**src/hdl/spinning_catch_pkg.sv**
```systemverilog
// Notes on behaviour
// - Catch is offered only when the machine kind is an induction motor.
// - Volts-per-hertz catch enable, reset false, gates search in that mode.
// - Separate vector catch enable, reset false, gates search in that mode.
// - Sequencer state reads 4 while catching, 5 once the sequence completes.
// - Status output, reset false, true exactly while the catch sequence runs.
// - Trigger: 0 every start, 1 trip/coast/power-up, 2 trip/coast only.
// - Direction select: 0 bidirectional (reset value), 1 unidirectional.
// - Search voltage percent 0..100, default 9, applied during search.
// - Search boost percent 0..50, default 40, applied during search.
// - Search time 0.1..60 s, default 5, sets sweep rate; longer is slower.
// - Small search voltage applied while sweeping down from maximum speed.
// - Motoring to regenerating change ends the sweep as a success.
// - Search fails when frequency drops below min speed, 0..500 Hz, default 5.
// - After failure the output ramps from zero frequency to the setpoint.
// - After success voltage rises to working level at 100 percent per reflux time, default 3.
// - Bidirectional: search setpoint direction first, then reverse on failure.
// - Unidirectional: search setpoint direction only, never reverse.
package spinning_catch_pkg;

  localparam int unsigned CLK_PERIOD_NS    = 10;
  // Search and reflux times count in tenths of a second
  localparam int unsigned TIME_UNIT_NS     = 100_000_000;
  localparam int unsigned TIME_UNIT_CYCLES = TIME_UNIT_NS / CLK_PERIOD_NS;

  localparam logic [1:0] START_ALWAYS    = 2'h0;
  localparam logic [1:0] START_TRIP_PWR  = 2'h1;
  localparam logic [1:0] START_TRIP      = 2'h2;
  localparam logic       SEARCH_BIDIR    = 1'h0;

  localparam logic [6:0]  VOLTS_DEFAULT  = 7'h09;
  localparam logic [6:0]  VOLTS_MAX      = 7'h64;
  localparam logic [5:0]  BOOST_DEFAULT  = 6'h28;
  localparam logic [5:0]  BOOST_MAX      = 6'h32;
  localparam logic [9:0]  STIME_DEFAULT  = 10'h032;
  localparam logic [9:0]  STIME_MIN      = 10'h001;
  localparam logic [9:0]  STIME_MAX      = 10'h258;
  localparam logic [8:0]  MINSPD_DEFAULT = 9'h005;
  localparam logic [8:0]  MINSPD_MAX     = 9'h1F4;
  localparam logic [6:0]  RTIME_DEFAULT  = 7'h1E;
  localparam logic [6:0]  RTIME_MIN      = 7'h01;
  localparam logic [6:0]  RTIME_MAX      = 7'h64;
  localparam logic [6:0]  WORK_VOLTS     = 7'h64;
  localparam logic [15:0] HZ_TO_DECI     = 16'h000A;
  localparam logic [15:0] REFLUX_STEPS   = 16'h0064;

  localparam logic [3:0] SEQ_STOPPED     = 4'h0;
  localparam logic [3:0] SEQ_PRE_RUN     = 4'h4;
  localparam logic [3:0] SEQ_NORMAL_RUN  = 4'h5;

  typedef struct packed {
    logic       vhzEnable;
    logic       vectorEnable;
    logic [1:0] startMode;
    logic       searchMode;
    logic [6:0] searchVolts;
    logic [5:0] searchBoost;
    logic [9:0] searchTime;
    logic [8:0] minSpeed;
    logic [6:0] refluxTime;
  } catch_cfg_t;

  localparam catch_cfg_t CFG_RESET = '{
    vhzEnable:    1'h0,
    vectorEnable: 1'h0,
    startMode:    START_ALWAYS,
    searchMode:   SEARCH_BIDIR,
    searchVolts:  VOLTS_DEFAULT,
    searchBoost:  BOOST_DEFAULT,
    searchTime:   STIME_DEFAULT,
    minSpeed:     MINSPD_DEFAULT,
    refluxTime:   RTIME_DEFAULT
  };

  // Frequency in 0.1 Hz, voltage and boost in percent
  typedef struct packed {
    logic [15:0] freq;
    logic        reverse;
    logic [6:0]  volts;
    logic [5:0]  boost;
  } drive_cmd_t;

  typedef struct packed {
    logic [39:0] acc;
    logic        tick;
  } dda_t;

endpackage

```
**src/hdl/spinning_motor_speed_search.sv**
```systemverilog
`timescale 1ns/1ps
module spinning_motor_speed_search
  import spinning_catch_pkg::*;
#(
  parameter int unsigned TIME_UNIT_CYC = TIME_UNIT_CYCLES
) (
  input  wire logic        clk_sys,
  input  wire logic        reset,
  input  wire logic        cfgWrite,
  input  wire catch_cfg_t  cfgIn,
  input  wire logic        machineIsInduction,
  input  wire logic        vectorMode,
  input  wire logic        startRequest,
  input  wire logic        stopRequest,
  input  wire logic        stopUncontrolled,
  input  wire logic        setpointReverse,
  input  wire logic [15:0] maxFreq,
  input  wire logic        motorRegenerating,
  output catch_cfg_t       cfgOut,
  output drive_cmd_t       driveCmd,
  output logic       [3:0] motor_sequencer_state,
  output logic             catchActive,
  output logic             rampFromZero,
  output logic             catchSucceeded
);

  typedef enum logic [2:0] {
    ST_STOPPED,
    ST_SEARCH,
    ST_REFLUX,
    ST_RUN
  } seq_state_t;

  seq_state_t  state_reg;
  catch_cfg_t  cfg_reg;
  logic        powerUp_reg;
  logic        lastTrip_reg;
  logic        secondPass_reg;
  logic        regenPrev_reg;
  logic [39:0] acc_reg;
  dda_t        dda_next;
  logic [39:0] sweepLimit;
  logic [39:0] refluxLimit;
  logic [15:0] minDeci;
  logic        catchAllowed;
  logic        triggerMet;
  logic        regenEdge;
  logic        belowMin;
  catch_cfg_t  cfg_next;

  // Shared rate generator: ticks inc times per limit cycles
  function automatic dda_t ddaStep(input logic [39:0] acc,
                                   input logic [15:0] inc,
                                   input logic [39:0] lim);
    dda_t        r;
    logic [39:0] sum;
    sum = acc + {24'h000000, inc};
    if (sum >= lim) begin
      r.acc  = sum - lim;
      r.tick = 1'b1;
    end else begin
      r.acc  = sum;
      r.tick = 1'b0;
    end
    return r;
  endfunction

  // Out-of-range settings are clamped, never rejected; an undefined startMode falls back to START_ALWAYS
  always_comb begin
    cfg_next = cfgIn;
    if (cfgIn.searchVolts > VOLTS_MAX) begin
      cfg_next.searchVolts = VOLTS_MAX;
    end
    if (cfgIn.searchBoost > BOOST_MAX) begin
      cfg_next.searchBoost = BOOST_MAX;
    end
    if (cfgIn.searchTime < STIME_MIN) begin
      cfg_next.searchTime = STIME_MIN;
    end else if (cfgIn.searchTime > STIME_MAX) begin
      cfg_next.searchTime = STIME_MAX;
    end
    if (cfgIn.minSpeed > MINSPD_MAX) begin
      cfg_next.minSpeed = MINSPD_MAX;
    end
    if (cfgIn.refluxTime < RTIME_MIN) begin
      cfg_next.refluxTime = RTIME_MIN;
    end else if (cfgIn.refluxTime > RTIME_MAX) begin
      cfg_next.refluxTime = RTIME_MAX;
    end
    if (cfgIn.startMode > START_TRIP) begin
      cfg_next.startMode = START_ALWAYS;
    end
  end

  always_ff @(posedge clk_sys) begin
    if (reset) begin
      cfg_reg <= CFG_RESET;
    end else if (cfgWrite) begin
      cfg_reg <= cfg_next;
    end
  end

  always_ff @(posedge clk_sys) begin
    if (reset) begin
      cfgOut <= CFG_RESET;
    end else begin
      cfgOut <= cfg_reg;
    end
  end

  assign sweepLimit  = 40'(cfg_reg.searchTime) * 40'(TIME_UNIT_CYC);
  assign refluxLimit = 40'(cfg_reg.refluxTime) * 40'(TIME_UNIT_CYC);
  assign minDeci     = 16'(cfg_reg.minSpeed) * HZ_TO_DECI;
  assign catchAllowed = machineIsInduction
                      && (vectorMode ? cfg_reg.vectorEnable
                                     : cfg_reg.vhzEnable);

  always_comb begin
    unique case (cfg_reg.startMode)
      START_TRIP_PWR: triggerMet = lastTrip_reg || powerUp_reg;
      START_TRIP:     triggerMet = lastTrip_reg;
      default:        triggerMet = 1'b1;
    endcase
  end

  assign regenEdge = motorRegenerating && !regenPrev_reg;
  // A zero floor would otherwise leave the sweep parked at 0 Hz
  assign belowMin  = (driveCmd.freq < minDeci)
                     || (driveCmd.freq == 16'h0000);

  always_comb begin
    if (state_reg == ST_REFLUX) begin
      dda_next = ddaStep(acc_reg, REFLUX_STEPS, refluxLimit);
    end else begin
      dda_next = ddaStep(acc_reg, maxFreq, sweepLimit);
    end
  end

  // Power-up counts as a stop condition until the first start
  always_ff @(posedge clk_sys) begin
    if (reset) begin
      powerUp_reg  <= 1'b1;
      lastTrip_reg <= 1'b0;
    end else begin
      if (startRequest && state_reg == ST_STOPPED) begin
        powerUp_reg <= 1'b0;
      end
      if (stopRequest) begin
        lastTrip_reg <= stopUncontrolled;
      end
    end
  end

  always_ff @(posedge clk_sys) begin
    if (reset) begin
      regenPrev_reg <= 1'b0;
    end else begin
      regenPrev_reg <= motorRegenerating;
    end
  end

  always_ff @(posedge clk_sys) begin
    if (reset) begin
      state_reg      <= ST_STOPPED;
      secondPass_reg <= 1'b0;
      acc_reg        <= 40'h0000000000;
      driveCmd       <= '0;
      rampFromZero   <= 1'b0;
      catchSucceeded <= 1'b0;
    end else begin
      rampFromZero   <= 1'b0;
      catchSucceeded <= 1'b0;
      if (stopRequest) begin
        state_reg <= ST_STOPPED;
        driveCmd  <= '0;
      end else begin
        unique case (state_reg)
          ST_STOPPED: begin
            if (startRequest) begin
              acc_reg        <= 40'h0000000000;
              secondPass_reg <= 1'b0;
              driveCmd.reverse <= setpointReverse;
              if (catchAllowed && triggerMet) begin
                state_reg      <= ST_SEARCH;
                driveCmd.freq  <= maxFreq;
                driveCmd.volts <= cfg_reg.searchVolts;
                driveCmd.boost <= cfg_reg.searchBoost;
              end else begin
                state_reg      <= ST_RUN;
                driveCmd.freq  <= 16'h0000;
                driveCmd.volts <= WORK_VOLTS;
                driveCmd.boost <= 6'h00;
                rampFromZero   <= 1'b1;
              end
            end
          end
          ST_SEARCH: begin
            if (regenEdge) begin
              // Frequency held where the rotor was found
              state_reg      <= ST_REFLUX;
              acc_reg        <= 40'h0000000000;
              driveCmd.boost <= 6'h00;
            end else if (belowMin) begin
              acc_reg <= 40'h0000000000;
              if (cfg_reg.searchMode == SEARCH_BIDIR && !secondPass_reg) begin
                secondPass_reg   <= 1'b1;
                driveCmd.reverse <= !driveCmd.reverse;
                driveCmd.freq    <= maxFreq;
              end else begin
                // Unidirectional never gets a second pass
                state_reg      <= ST_RUN;
                driveCmd.freq  <= 16'h0000;
                driveCmd.reverse <= setpointReverse;
                driveCmd.volts <= WORK_VOLTS;
                driveCmd.boost <= 6'h00;
                rampFromZero   <= 1'b1;
              end
            end else begin
              acc_reg <= dda_next.acc;
              if (dda_next.tick && driveCmd.freq != 16'h0000) begin
                driveCmd.freq <= driveCmd.freq - 16'h0001;
              end
            end
          end
          ST_REFLUX: begin
            acc_reg <= dda_next.acc;
            if (driveCmd.volts >= WORK_VOLTS) begin
              state_reg      <= ST_RUN;
              driveCmd.volts <= WORK_VOLTS;
              catchSucceeded <= 1'b1;
            end else if (dda_next.tick) begin
              driveCmd.volts <= driveCmd.volts + 7'h01;
            end
          end
          ST_RUN: begin
          end
          default: begin
            state_reg <= ST_STOPPED;
          end
        endcase
      end
    end
  end

  // Status follows the sequencer one edge later, from flops
  always_ff @(posedge clk_sys) begin
    if (reset) begin
      motor_sequencer_state <= SEQ_STOPPED;
      catchActive           <= 1'b0;
    end else begin
      unique case (state_reg)
        ST_SEARCH, ST_REFLUX: begin
          motor_sequencer_state <= SEQ_PRE_RUN;
          catchActive           <= 1'b1;
        end
        ST_RUN: begin
          motor_sequencer_state <= SEQ_NORMAL_RUN;
          catchActive           <= 1'b0;
        end
        default: begin
          motor_sequencer_state <= SEQ_STOPPED;
          catchActive           <= 1'b0;
        end
      endcase
    end
  end

  AST_NO_CATCH_NON_INDUCTION: assert property (@(posedge clk_sys)
    disable iff (reset)
    state_reg == ST_STOPPED && startRequest && !stopRequest
      && !machineIsInduction |=> state_reg != ST_SEARCH)
    else $error("Search started without an induction motor");

  AST_VHZ_ENABLE_GATES: assert property (@(posedge clk_sys)
    disable iff (reset)
    state_reg == ST_STOPPED && startRequest && !stopRequest && !vectorMode
      && !cfg_reg.vhzEnable |=> state_reg == ST_RUN && rampFromZero)
    else $error("V/Hz search ran while disabled");

  AST_VECTOR_ENABLE_GATES: assert property (@(posedge clk_sys)
    disable iff (reset)
    state_reg == ST_STOPPED && startRequest && !stopRequest && vectorMode
      && !cfg_reg.vectorEnable |=> state_reg != ST_SEARCH)
    else $error("Vector search ran while disabled");

  AST_PRE_RUN_CODE: assert property (@(posedge clk_sys)
    disable iff (reset)
    state_reg == ST_SEARCH |=> motor_sequencer_state == SEQ_PRE_RUN)
    else $error("State code not pre-running during search");

  AST_ACTIVE_MATCHES: assert property (@(posedge clk_sys)
    disable iff (reset)
    catchActive == ($past(state_reg) == ST_SEARCH
                    || $past(state_reg) == ST_REFLUX))
    else $error("Catch status does not track the sequence");

  AST_TRIP_ONLY: assert property (@(posedge clk_sys)
    disable iff (reset)
    state_reg == ST_STOPPED && startRequest && !stopRequest
      && cfg_reg.startMode == START_TRIP && !lastTrip_reg
      |=> state_reg == ST_RUN)
    else $error("Trip-only trigger searched after a controlled stop");

  AST_SEARCH_LEVELS: assert property (@(posedge clk_sys)
    disable iff (reset)
    $rose(state_reg == ST_SEARCH) |-> driveCmd.volts == cfg_reg.searchVolts
      && driveCmd.boost == cfg_reg.searchBoost && driveCmd.freq == maxFreq)
    else $error("Search did not start at max speed with search levels");

  AST_SWEEP_DOWN: assert property (@(posedge clk_sys)
    disable iff (reset)
    state_reg == ST_SEARCH && $past(state_reg) == ST_SEARCH
      && driveCmd.reverse == $past(driveCmd.reverse)
      |-> driveCmd.freq <= $past(driveCmd.freq))
    else $error("Search frequency rose during a pass");

  AST_REGEN_STOPS: assert property (@(posedge clk_sys)
    disable iff (reset)
    state_reg == ST_SEARCH && regenEdge && !stopRequest
      |=> state_reg == ST_REFLUX && $stable(driveCmd.freq))
    else $error("Regeneration did not end the search");

  AST_FAIL_RAMP: assert property (@(posedge clk_sys)
    disable iff (reset)
    state_reg == ST_SEARCH && !regenEdge && belowMin && !stopRequest
      && (secondPass_reg || cfg_reg.searchMode != SEARCH_BIDIR)
      |=> rampFromZero && driveCmd.freq == 16'h0000
      ##1 !catchActive)
    else $error("Failed search did not ramp from zero");

  AST_UNIDIR_NO_REVERSE: assert property (@(posedge clk_sys)
    disable iff (reset)
    state_reg == ST_SEARCH && !regenEdge && belowMin && !stopRequest
      && cfg_reg.searchMode != SEARCH_BIDIR |=> state_reg == ST_RUN)
    else $error("Unidirectional search tried the reverse direction");

  AST_BIDIR_REVERSE: assert property (@(posedge clk_sys)
    disable iff (reset)
    state_reg == ST_SEARCH && !regenEdge && belowMin && !stopRequest
      && cfg_reg.searchMode == SEARCH_BIDIR && !secondPass_reg
      |=> state_reg == ST_SEARCH && driveCmd.reverse != $past(driveCmd.reverse))
    else $error("Bidirectional search did not reverse");

endmodule // spinning_motor_speed_search

```
**config.mk**
```make
export PLATFORM = sky130hd
export DESIGN_NAME = spinning_motor_speed_search
export DESIGN_NICKNAME = d
export VERILOG_FILES = /design/src/hdl/spinning_catch_pkg.sv /design/src/hdl/spinning_motor_speed_search.sv
export SDC_FILE = /design/constraint.sdc
export NUM_CORES = 1
export LEC_CHECK = 0
export CORE_MARGIN = 3
export CORE_UTILIZATION = 38
export DETAILED_ROUTE_END_ITERATION = 10
export DONT_BUFFER_PORTS = 1
export SLEW_MARGIN = 20
export SYNTH_ARGS = -nofsm -noshare
export SYNTH_HDL_FRONTEND = slang
export SYNTH_SLANG_ARGS = --single-unit
```
**constraint.sdc**
```tcl
create_clock -name clk_sys -period 8.67 [get_ports clk_sys]
set_input_delay 0.867 -clock clk_sys [delete_from_list [all_inputs] [get_ports clk_sys]]
set_output_delay 0.867 -clock clk_sys [all_outputs]
set_load 0.02 [all_outputs]
```
; Word level (Yosys, flattened, before mapping)
; Cells that the tools add are included.
; W data, S select, Z words.
[classes]
n_div = 0
bitwise_logic = 4
addsub = 6
mux = 53
n_eq_ne = 15
n_lt_le_gt_ge = 12
n_shift = 0
n_reduce_logical = 26
n_mul = 3
[ops]
columns = operator, n
row1 = $mux W41, 3
row2 = $mux W40, 3
row3 = $pmux W40 S3, 1
row4 = $mux W16, 3
row5 = $add A40 B16 Y40, 1
row6 = $add A40 B7 Y40 const B, 1
row7 = $ge A40 B31 Y1, 1
row8 = $ge A40 B34 Y1, 1
row9 = $sub A40 B31 Y40, 1
row10 = $sub A40 B34 Y40, 1
row11 = $mux W7, 5
row12 = $pmux W17 S2, 1
row13 = $mux W30, 1
row14 = $mul A10 B17 Y27 const B, 1
row15 = $mux W13, 2
row16 = $mul A7 B17 Y24 const B, 1
row17 = $mux W24, 1
row18 = $pmux W7 S3, 1
row19 = $mux W10, 2
row20 = $mux W17, 1
row21 = $logic_not A16 Y1, 1
row22 = $lt A16 B13 Y1, 1
row23 = $reduce_bool A16 Y1, 1
row24 = $sub A16 B1 Y16 const B, 1
row25 = 41 further kinds, 83
[totals]
mem_bits_ro = 0
latch_bits = 0
mem_bits_rw = 0
inputBits = 70
reg_bits = 172
wordCells = 151
output_inout_bits = 81
n_memories = 0

; Logic depth before layout (Yosys ltp)
[logic_depth]
depth_word = 9
mapped_depth = 35
depth_no_buf = 33

; Least setup slack after synthesis
; No wires, ideal clock.
[synth_timing]
kind = register to register
start = register cfg_reg[24] (netlist bit)
end = register acc_reg[12]
stages_incl_launch_ff = 32
synth_period_minus_slack_ns = 7.379
n_path_buf = 2
arrival_ns = 7.241
setup_slack_ns = 1.291
required_time_ns = 8.532
setup_time_ns = 0.138
path_cell_list = dfxtp_1 inv_1 ha_1 inv_1 fa_1 fa_1 fa_1 fa_1 ha_1 o21ai_0 nand2b_1 a21oi_1 nor2_1 a21o_1 a41oi_1 nor2b_1 o21ai_0 a21oi_1 a211oi_1 xor2_1 ha_1 nand2_1 or4_1 nand3b_1 o41a_1 a22oi_1 nor3_1 nand4b_1 buf_4 buf_4 mux2i_1 o221ai_1
[synth_via]
elab_chain_cells = 7
[synth_rtl]
columns = element, line_no
row1 = "start, declared", spinning_motor_speed_search.sv:35  ; catch_cfg_t cfg_reg;
row2 = "start signal, assigned", spinning_motor_speed_search.sv:99  ; cfg_reg <= cfg_next;
row3 = $mul A10 B17 Y27 *, spinning_motor_speed_search.sv:111  ; assign sweepLimit = 40'(cfg_reg.searchTime) * 40'(TIME_UNIT_CYC);
row4 = $ge A40 B34 Y1 *, spinning_motor_speed_search.sv:58  ; if (sum >= lim) begin
row5 = $mux W41 *, spinning_motor_speed_search.sv:58
row6 = $mux W41 *, spinning_motor_speed_search.sv:132  ; if (state_reg == ST_REFLUX) begin
row7 = $mux W40, spinning_motor_speed_search.sv:203  ; end else if (belowMin) begin
row8 = $mux W40, spinning_motor_speed_search.sv:198  ; if (regenEdge) begin
row9 = $pmux W40 S3 *, spinning_motor_speed_search.sv:177  ; unique case (state_reg)
row10 = "end signal, assigned", spinning_motor_speed_search.sv:219  ; acc_reg <= dda_next.acc;
row11 = "end signal, assigned", spinning_motor_speed_search.sv:226  ; acc_reg <= dda_next.acc;
row12 = "end, declared", spinning_motor_speed_search.sv:40  ; logic [39:0] acc_reg;
; Mark *: on every way between the ends. The rest lies on a longest branch, timed or not.
; A chain may end at the register's enable or synchronous reset.

; Final worst setup path
[layout_timing]
start = register cfg_reg[18] (netlist bit)
end = register driveCmd[24] (netlist bit)
[layout_via]
elab_chain_cells = 7
[layout_rtl]
columns = element, line_no
row1 = $mul A10 B17 Y27, spinning_motor_speed_search.sv:111
row2 = $ge A40 B34 Y1, spinning_motor_speed_search.sv:58
row3 = $mux W41, spinning_motor_speed_search.sv:58
row4 = $mux W41, spinning_motor_speed_search.sv:132
row5 = $logic_and A1 B1 Y1, spinning_motor_speed_search.sv:220  ; if (dda_next.tick && driveCmd.freq != 16'h0000) begin
row6 = $ne A3 B3 Y1 (no line), -
row7 = $reduce_and A4 Y1 (no line), -
row8 = "end, declared", spinning_motor_speed_search.sv:20  ; output drive_cmd_t driveCmd,
; No other way between the ends.

==> run summary <==
Global-route wire length before repair -> 81.7 mm
Post-synthesis cell area -> 17,400 µm²
Status -> complete, no violations
Util after Layout -> 0.415
Initial Utilization -> 0.389
Max VDD drop -> 0.000177 V
#FFs+latches synth -> 169
WHS -> 0.456 ns
Achievable Freq -> 123 MHz
Max transition margin -> 0.359
Iteration-0 DRC Markers -> 943
Clock network power share -> 0.209
Inserted Clock Buffers -> 17
Via density -> 5.65
CP Launch Type -> register
Placed insts -> 2,653
Crit. End Element -> register
Unique cell type count in the Yosys netlist -> 95
Clock latency at the later pin of the worst-skew pair -> 0.47 ns
DRT Pass-1 Iters -> 7
Pwr Density -> 204 nW/µm²
Met2 Use GR -> 0.343
Fin nets -> 2,457
Slew Limit Fails -> 0
Critical Path Slowest Stage Cell -> or4_1
GRT busiest layer -> met2
Tot Pwr -> 3.79 mW
CP most frequent cell -> ha_1
Combinational Power Share -> 0.559
CTS tree -> built
Multi-input logic area -> 13,000 µm²
Vias in the first global route -> 14,700
Ys async rst share -> 0
Final GP Congestion -> 0.958
Commonest non-fill, non-tap cells in the layout -> 257 x ha_1, 186 x inv_1, 168 x dfxtp_1, 165 x nor2_1, 155 x nand2_1
Final ANT Viol Nets -> 0
DPL Wire Length -> 42.1 mm
Switching Fraction -> 0.457
MaxCap Viol Count -> 0
Layout fillers -> 4,586
Final min period -> 8.10 ns
Core area -> 44,700 µm²
Synthesis-to-finish area growth -> 6.71%
CTS Root Cell -> clkbuf_16
Avg Cell Area, Syn -> 8.21 µm²
M1 GR Usage -> 0.290
Slowest Stage Delay on Critical Path -> 0.59 ns
Largest net degree at the start of global routing -> 95
Mapped Cells -> 2,118
Total clock sinks -> 169
Die area -> 48,400 µm²
Synth Flop Type -> dfxtp_1
Crit-path max FO -> 32
IO Pins -> 151
Fin. Hold Viols -> 0
Crit path DAT -> 8.42 ns
I/O Buffers -> 0
Routed vias -> 15,200
Storage element area -> 3380 µm²
Initial antenna violation count -> 0
GR Util met3 -> 0.0441
Req. time, crit path -> 8.99 ns
Hold Buf Count CTS -> 0
Static Leakage -> 8.37 nW
Die W -> 220 µm
Worst slew pin tran -> 0.954 ns
RSZ-0062 raised after global routing -> false
Row cnt -> 77
Sequential area share after synthesis -> 0.195
Drt total wl -> 52.1 mm
Synth warnings -> 0
Reg clk slew, reported paths -> 0.08 ns
Number of diodes -> 0
Skew final -> 0.0188 ns
Tot GR Track Use -> 0.214
Max H-tree Level -> 4
Most common cell after layout, fill and taps aside -> ha_1
Per-cell routed wire length -> 19.4 µm
GRT overflow -> 0
Residual DRC count -> 0
P_sw -> 1.73 mW
Share of cells above drive strength 1 -> 0.0578
Hold Crit Class -> register to register
EDFF count, synth -> 0
# setup viols final -> 0
Crit path kind -> register to register
Pint -> 2.05 mW
Period utilisation layout -> 0.934
Final setup TNS -> 0 ns
CTS Buffer Depth -> 2
Die Y-Extent -> 220 µm
Finished Layout Cells -> 2,687
Register share of total power -> 0.232
-- final cells by class --
class,count,share of cell area
Inverter,186,0.0376
Timing Repair Buffer,22,0.00910
Clock inverter,14,0.00829
Clock buffer,18,0.0231
Tap cell,592,0.0399
Sequential cell,169,0.182
Multi-Input combinational cell,1686,0.700
-- Yosys cell counts (38+ instances only) --
library cell	n	area [µm²]
clkbuf_1	45	169
dfxtp_1	169	3380
nand3_1	68	340
xor2_1	82	718
a21oi_1	143	716
o21ai_0	97	485
nor2_1	166	623
ha_1	257	3220
fa_1	48	961
mux2i_1	60	601
xnor2_1	103	902
inv_1	186	698
nor2b_1	38	238
nand2_1	156	586
nor3_1	42	210
-- kinds of logic (layout without fill, tap and decap cells) --
kind of cell,Yosys count,after routing,synth area share
and+or+nand+nor,653,653,0.191
AOI/OAI and AO/OA,479,479,0.185
adders and majority gates,305,305,0.240
buffers and inverters,264,240,0.0600
xor gates and xnor gates,185,185,0.0932
DFF,169,169,0.195
muxes,62,62,0.0358
other,1,2,0.000216
-- final timing paths --
path	start	endpoint	slack, ns	cells after the start
hold / removal	cfg_reg[29]$_SDFFE_PP1P_	cfgOut[29]$_SDFF_PP1_	0.46	2
setup / recovery	cfg_reg[18]$_SDFFE_PP0P_	driveCmd[24]$_SDFFE_PP0P_	0.57	34
hold reg to reg	cfg_reg[29]$_SDFFE_PP1P_	cfgOut[29]$_SDFF_PP1_	0.46	2
setup reg to reg	cfg_reg[18]$_SDFFE_PP0P_	driveCmd[24]$_SDFFE_PP0P_	0.57	34
-- through the flow --
| step | setup slack (ns) | area, µm² |
|---|---|---|
| floorplan | 1.29 | 17400 |
| global placement | 0.577 | 17900 |
| detailed placement | 0.337 | 17900 |
| CTS | 0.316 | 18500 |
| global route | 0.0482 | 18600 |
| finish | 0.572 | 18600 |
-- per-layer routing --
metal / wire length [µm] / vias to the layer above
met4: 1200 / 0
met5: 0 / -
met1: 24000 / 7271
met2: 23600 / 446
met3: 3280 / 57
li1: - / 7420
-- critical path: cells and delay by family, from the launching register on --
family | cells | cell delay [ns]
flops | 1 | 0.57
xor+xnor | 1 | 0.11
buf+inv | 6 | 0.69
fa+ha+maj | 7 | 2.29
compound gates | 12 | 2.74
simple gates | 8 | 1.55
-- power groups by stage --
stage	Sequential, mW	Clock (mW)	Combinational (mW)
2_1_floorplan	0.878	0	1.60
3_3_place_gp	0.897	0	2.10
3_5_place_dp	0.897	0	2.10
4_1_cts	0.879	0.804	2.12
5_1_grt	0.885	0.835	2.37
6_report	0.879	0.790	2.12
-- repair_timing --
| action | in CTS | in global routing |
|---|---|---|
| setup buffers | 0 | 2 |
| endpoints found under the setup margin | 0 | 39 |
| resized for setup | 0 | 3 |
Power figures use the tool's default switching activity.
